**src/shared/prio_params.svh**
```systemverilog
`ifndef PRIO_PARAMS_SVH
`define PRIO_PARAMS_SVH

// register indices on the plain register port
`define PRIO_ADDR_W 4
`define PRIO_OFS_LEVELS 4'h0
`define PRIO_OFS_ENABLE 4'h1
`define PRIO_OFS_STATUS 4'h2

// data and field layout
`define PRIO_DATA_W 16
`define PRIO_LVL_W 3
`define PRIO_NSRC 3
`define PRIO_TX_LSB 12
`define PRIO_RX_LSB 8
`define PRIO_EXT_LSB 4
`define PRIO_IMPL_MASK 16'h7770

// enable bits sit at the top of the enable register
`define PRIO_EN_TX_BIT 15
`define PRIO_EN_RX_BIT 14
`define PRIO_EN_EXT_BIT 13

// reset values
`define PRIO_LVL_RST 3'h4
`define PRIO_EN_RST 3'h0

`endif

```
**src/shared/prio_pkg.sv**
```systemverilog
package prio_pkg;

  typedef logic [2:0] level_t;
  typedef logic [15:0] word_t;

  // source order used for every per-source vector
  typedef enum logic [1:0] {
    SRC_TX,
    SRC_RX,
    SRC_EXT
  } src_e;

endpackage : prio_pkg

```
**src/shared/field_if.sv**
```systemverilog
`timescale 1ns/1ps
`default_nettype none

interface field_if;
  logic we;
  logic [2:0] wd;
  logic [2:0] q;

  modport owner (input we, input wd, output q);
  modport user (output we, output wd, input q);
endinterface : field_if

`default_nettype wire

```
**src/rtl/prio_field.sv**
```systemverilog
`timescale 1ns/1ps
`default_nettype none
`include "prio_params.svh"

module prio_field
  import prio_pkg::*;
(
  input wire logic sys_clk_i,
  input wire logic sys_rst_i,
  field_if.owner fld
);

  level_t lvl_ff;
  level_t nxt_lvl;

  // new level on write, else hold
  assign nxt_lvl = fld.we ? fld.wd : lvl_ff;

  // level register, level 4 after reset
  // reset to level four
  always_ff @(posedge sys_clk_i)
  begin
    if (sys_rst_i)
      lvl_ff <= `PRIO_LVL_RST;
    else
      lvl_ff <= nxt_lvl;
  end

  assign fld.q = lvl_ff;

endmodule : prio_field

`default_nettype wire

```
**src/rtl/prio_regs.sv**
```systemverilog
// Operation
// three 3-bit fields at 14-12, 10-8, 6-4
// field value is its priority level
// level zero blocks the source request
// every field resets to level four
// unused bits 15, 11, 7, 3-0 read zero
// request only when source enable set
// unused writes dropped, fields read back
`timescale 1ns/1ps
`default_nettype none
`include "prio_params.svh"

module prio_regs
  import prio_pkg::*;
(
  input wire logic sys_clk_i,
  input wire logic sys_rst_i,
  input wire logic [3:0] addr_i,
  input wire logic [15:0] wdata_i,
  input wire logic wr_i,
  input wire logic rd_i,
  input wire logic [2:0] irq_flag_i,
  output logic [15:0] rdata_o,
  output logic [2:0] irq_req_o,
  output logic [2:0] top_level_o,
  output logic [8:0] levels_o
);

  // ------------------------------------------------------------
  // address decode
  // ------------------------------------------------------------

  logic sel_levels;
  logic sel_enable;
  logic sel_status;
  logic wr_levels;
  logic wr_enable;

  assign sel_levels = (addr_i == `PRIO_OFS_LEVELS);
  assign sel_enable = (addr_i == `PRIO_OFS_ENABLE);
  assign sel_status = (addr_i == `PRIO_OFS_STATUS);
  assign wr_levels = wr_i & sel_levels;
  assign wr_enable = wr_i & sel_enable;

  // ------------------------------------------------------------
  // priority fields
  // ------------------------------------------------------------

  field_if fld [`PRIO_NSRC] ();
  level_t lvl [`PRIO_NSRC];

  genvar g;
  generate
    for (g = 0; g < `PRIO_NSRC; g++)
    begin : g_fld
      localparam int LSB = `PRIO_TX_LSB - 4 * g;
      // one stored field per source
      assign fld[g].we = wr_levels;
      assign fld[g].wd = wdata_i[LSB +: `PRIO_LVL_W];
      assign lvl[g] = fld[g].q;
      prio_field u_field (
        .sys_clk_i (sys_clk_i),
        .sys_rst_i (sys_rst_i),
        .fld (fld[g])
      );
    end
  endgenerate

  // ------------------------------------------------------------
  // enable register
  // ------------------------------------------------------------

  logic [2:0] en_ff;
  logic [2:0] nxt_en;
  logic [2:0] wr_en_bits;

  assign wr_en_bits = {wdata_i[`PRIO_EN_EXT_BIT], wdata_i[`PRIO_EN_RX_BIT],
                       wdata_i[`PRIO_EN_TX_BIT]};
  assign nxt_en = wr_enable ? wr_en_bits : en_ff;

  // enable bits, all off after reset
  always_ff @(posedge sys_clk_i)
  begin
    if (sys_rst_i)
      en_ff <= `PRIO_EN_RST;
    else
      en_ff <= nxt_en;
  end

  // ------------------------------------------------------------
  // request gating and highest level
  // ------------------------------------------------------------

  logic [2:0] nxt_req;
  logic [2:0] req_ff;
  level_t nxt_top;
  level_t top_ff;
  level_t cand [`PRIO_NSRC];

  generate
    for (g = 0; g < `PRIO_NSRC; g++)
    begin : g_req
      // zero level keeps the request off
      // enable bit must be set
      assign nxt_req[g] = irq_flag_i[g] & en_ff[g] & (lvl[g] != 3'h0);
      // level of a live request, else zero
      assign cand[g] = nxt_req[g] ? lvl[g] : 3'h0;
    end
  endgenerate

  // highest live level, zero when nothing requests
  assign nxt_top = (cand[0] >= cand[1] && cand[0] >= cand[2]) ? cand[0] :
                   (cand[1] >= cand[2]) ? cand[1] : cand[2];

  // registered request lines
  always_ff @(posedge sys_clk_i)
  begin
    if (sys_rst_i)
    begin
      req_ff <= 3'h0;
      top_ff <= 3'h0;
    end
    else
    begin
      req_ff <= nxt_req;
      top_ff <= nxt_top;
    end
  end

  // ------------------------------------------------------------
  // read path
  // ------------------------------------------------------------

  word_t rd_levels;
  word_t rd_enable;
  word_t rd_status;
  word_t nxt_rdata;
  word_t rdata_ff;

  // unused bits tied to zero
  // fields read back their stored value
  assign rd_levels = {1'b0, lvl[0], 1'b0, lvl[1], 1'b0, lvl[2], 4'h0};
  assign rd_enable = {en_ff[0], en_ff[1], en_ff[2], 13'h0000};
  assign rd_status = {9'h000, top_ff, 1'b0, req_ff};
  assign nxt_rdata = !rd_i ? 16'h0000 :
                     sel_levels ? rd_levels :
                     sel_enable ? rd_enable :
                     sel_status ? rd_status : 16'h0000;

  // read data one cycle after the strobe only
  always_ff @(posedge sys_clk_i)
  begin
    if (sys_rst_i)
      rdata_ff <= 16'h0000;
    else
      rdata_ff <= nxt_rdata;
  end

  // ------------------------------------------------------------
  // outputs
  // ------------------------------------------------------------

  assign rdata_o = rdata_ff;
  assign irq_req_o = req_ff;
  assign top_level_o = top_ff;
  assign levels_o = {lvl[2], lvl[1], lvl[0]};

  // reset level seen at the previous edge, marks the first cycle after release
  logic past_rst_ff;
  always_ff @(posedge sys_clk_i)
  begin
    past_rst_ff <= sys_rst_i;
  end
endmodule : prio_regs

`default_nettype wire

```
**config.mk**
```make
export PLATFORM = sky130hd
export DESIGN_NAME = prio_regs
export DESIGN_NICKNAME = d
export VERILOG_FILES = /design/src/shared/prio_pkg.sv /design/src/shared/field_if.sv /design/src/rtl/prio_field.sv /design/src/rtl/prio_regs.sv
export VERILOG_INCLUDE_DIRS = /design/src /design/src/shared
export SDC_FILE = /design/constraint.sdc
export NUM_CORES = 1
export LEC_CHECK = 0
export ABC_AREA = 1
export BUFFER_PORTS_ARGS = -buffer_cell sky130_fd_sc_hd__buf_2
export CORE_AREA = 5 5 72 74
export DETAILED_ROUTE_END_ITERATION = 12
export DIE_AREA = 0 0 77 79
export PLACE_DENSITY = 0.67
export SKIP_CTS_REPAIR_TIMING = 1
export SYNTH_ARGS = -nofsm -noshare
export SYNTH_HDL_FRONTEND = slang
export SYNTH_HIERARCHICAL = 1
export SYNTH_SLANG_ARGS = --single-unit
```
**constraint.sdc**
```tcl
create_clock -name sys_clk_i -period 1.5 [get_ports sys_clk_i]
set_clock_uncertainty 0.1 [all_clocks]
set_input_delay 0.225 -clock sys_clk_i [delete_from_list [all_inputs] [get_ports sys_clk_i]]
set_output_delay 0.225 -clock sys_clk_i [all_outputs]
set_load 0.005 [all_outputs]
```
==> out/metrics.cfg <==
[job]
cap_violations = 0

[critical_path]
cp-end-kind = register
worst-path-buf-inv = 2
crit_slowest_cell = dfxtp_4
path_cells = nor2_4 -> nand2_2 -> nand3_4 -> inv_2 -> ha_4 -> nand2_2 -> inv_2 -> nand2_2 -> nand2_2 -> nand2_1 -> nand2_1 -> nand2_1 -> a21oi_2
r2r_cells = 13
crit_path_end = top_level_o[2]$_SDFF_PP0_
timing.rr.end = top_level_o[2]$_SDFF_PP0_
slowest_delay_ns = 0.36
critPathLaunchType = register
crit_fanout = 3
crit_top_cell = nand2_2
reg2reg_from = g_fld[1].u_field/fld.q[1]$_SDFFE_PP0P_
cp_top_family = simple AND/OR/NAND/NOR gates
rrSetupSlack_ns = -0.15
startpoint = g_fld[1].u_field/fld.q[1]$_SDFFE_PP0P_
crit_required_ns = 1.61
crit_arrival_ns = 1.76
cp.depth = 13
worstSetupPathType = register to register

[synthesis]
synth_compound_gate_area_share_pct = 6.002
synthMuxAreaShare_pct = 0
syn_area_um2 = 1543
synth_top_family_by_area = simple AND/OR/NAND/NOR gates
ys_seq_elements = 31
yosys_warnings = 6
yosys.area_share.xor_xnor_pct = 0
synth.yosys.seq_area_share_pct = 40.23
syn_avg_cell_area_um2 = 7.175
synthAdderAreaFrac_pct = 7.299
synthCells = 215
ys_types = 23
synthSimpleGateAreaFrac_pct = 33.58

[power_and_ir_drop]
power.total_uw = 1631
vdd_drop_max_mv = 0.4421
power.density_nw_per_um2 = 689.7
power.leakage_uw = 0.001196

[clock_tree]
cts_buffers = 5
clock_sinks = 31
clkTransAtPathRegs_ns = 0.06
root_buffer = clkbuf_8
clk_latency_ns = 0.28
clk_path_buf_depth = 2
h-tree-depth = 2
cts_tree = done

[outcome]
status = finished with violations
violations = setup timing

[floorplan]
core_area_um2 = 4536
dieWidth_um = 77
die_y_um = 79
rows = 25
die_area_um2 = 6083
ios = 58
start_util_pct = 34.01

[routing]
wl_met2_mm = 1.910
wl_per_cell_um = 11.36
drt-total-wl_mm = 3.977
wl_met1_mm = 1.712
vias = 1552
highest_layer = met4
first_pass_iters = 4
drc = 0
detail-route-antenna-nets = 0
drtIter0Drc = 37
vias_per_cell = 4.434
wl_met3_um = 307

[placed_design]
dp_hpwl_mm = 3.122
io_buffer_count = 48
post-place-cells = 340
finalWeightedCongestion = 0.8758

[timing]
setup_viol = 3
fin_ws_ns = -0.1480
hold_violations = 0
finalCritPeriodShare_pct = 109.9
rsz0062_at_grt = true
whs_ns = 0.05766
final_max_slew_viol_count = 0
clock.fmax_ghz = 0.6068
tns_ns = -0.4249
period_needed_ns = 1.648

[global_routing]
grt_pass1_wl_mm = 6.120
overflow = 0
antenna_found_initial = 0
grt_pass1_vias = 1489
track_usage_pct = 12.68
grt_max_degree = 19

[layout]
mostFrequentLayoutCells = buf_2, nand2_1, inv_1
final_cells = 350
final_common_cell = buf_2
area_growth_pct = 53.28
drive_gt1_share_pct = 51.35
fill_cells = 433
fin_nets = 332
antenna_cells = 0

[min_path]
holdCritPathClass = primary input to register

per-stage QoR:
stage	util, %	setup WS [ns]	area [um^2]
after detailed placement	46.92	-0.1721	2128
after global placement	46.92	-0.1608	2128
final	52.14	-0.1480	2365
after global routing	52.14	-0.2557	2365
after CTS	48.86	-0.1775	2216
after floorplan	-	-0.01415	1663
flip-flops by register name, summed over array words and instances, names as in the netlist:
register	flops
rdata_o	13
g_fld.u_field/fld.q	9
en_ff	3
irq_req_o	3
top_level_o	3
worst min-delay path by stage:
stage	depth (start not counted)	endpoint	slack [ns]	start
floorplan	1	en_ff[1]$_SDFFE_PP0P_	0.19	sys_rst_i
global placement	2	rdata_o[2]$_SDFF_PP0_	0.31	irq_req_o[2]$_SDFF_PP0_
detailed placement	2	rdata_o[2]$_SDFF_PP0_	0.32	irq_req_o[2]$_SDFF_PP0_
CTS	3	g_fld[1].u_field/fld.q[2]$_SDFFE_PP1P_	0.05	wdata_i[10]
global route	3	g_fld[1].u_field/fld.q[2]$_SDFFE_PP1P_	0.06	wdata_i[10]
finish	3	g_fld[1].u_field/fld.q[2]$_SDFFE_PP1P_	0.06	wdata_i[10]
synthesized netlist by cell type, drive strengths merged:
library cell | instances | area, um^2
a21oi | 8 | 40.04
buf | 3 | 22.52
clkinv | 1 | 3.750
conb | 1 | 3.750
dfxtp | 31 | 620.6
ha | 9 | 112.6
inv | 45 | 168.9
nand2 | 52 | 207.7
nand3 | 20 | 105.1
nand3b | 1 | 7.510
nand4 | 2 | 33.78
nor2 | 35 | 157.7
nor4 | 1 | 6.260
o21ai | 3 | 15.01
o22ai | 3 | 37.54
where the power goes:
group,switching (uW),internal (uW),total [uW],leakage (uW)
combinational,81.9,64.9,147,0.000895
clock,289,359,648,0.0000470
sequential,6.35,830,836,0.000253
cell type report:
type / count / area [um^2] / area share, %
clock buffers: 6 / 82.58 / 3.492
clock inverters: 1 / 5.005 / 0.2116
inverters: 46 / 173.9 / 7.354
multi-input cells: 137 / 953.4 / 40.32
flip-flops and latches: 31 / 639.4 / 27.04
well taps: 54 / 67.56 / 2.857
repair buffers: 75 / 442.9 / 18.73
routing by layer:
| layer | track usage [%] | vias to the layer above |
|---|---|---|
| met2 | 20.37 | 48 |
| met5 | 0 | - |
| met4 | 6.357 | 0 |
| met3 | 4.422 | 6 |
| li1 | - | 810 |
| met1 | 14.99 | 688 |
tightest hold or removal path: cells and delay by family:
family | cells | cell delay (ns)
and+or+nand+nor | 2 | 0.11
buffers and inverters | 1 | 0.08
logic make-up (layout without fill, tap and decap cells):
group                      Yosys count  in the layout
and+or+nand+nor                    111            111
buffers and inverters               49            128
DFF                                 31             31
AOI/OAI and AO/OA                   14             14
adders and majority gates            9              9
other                                1              3
No activity file was read; power rests on OpenSTA's default activity.
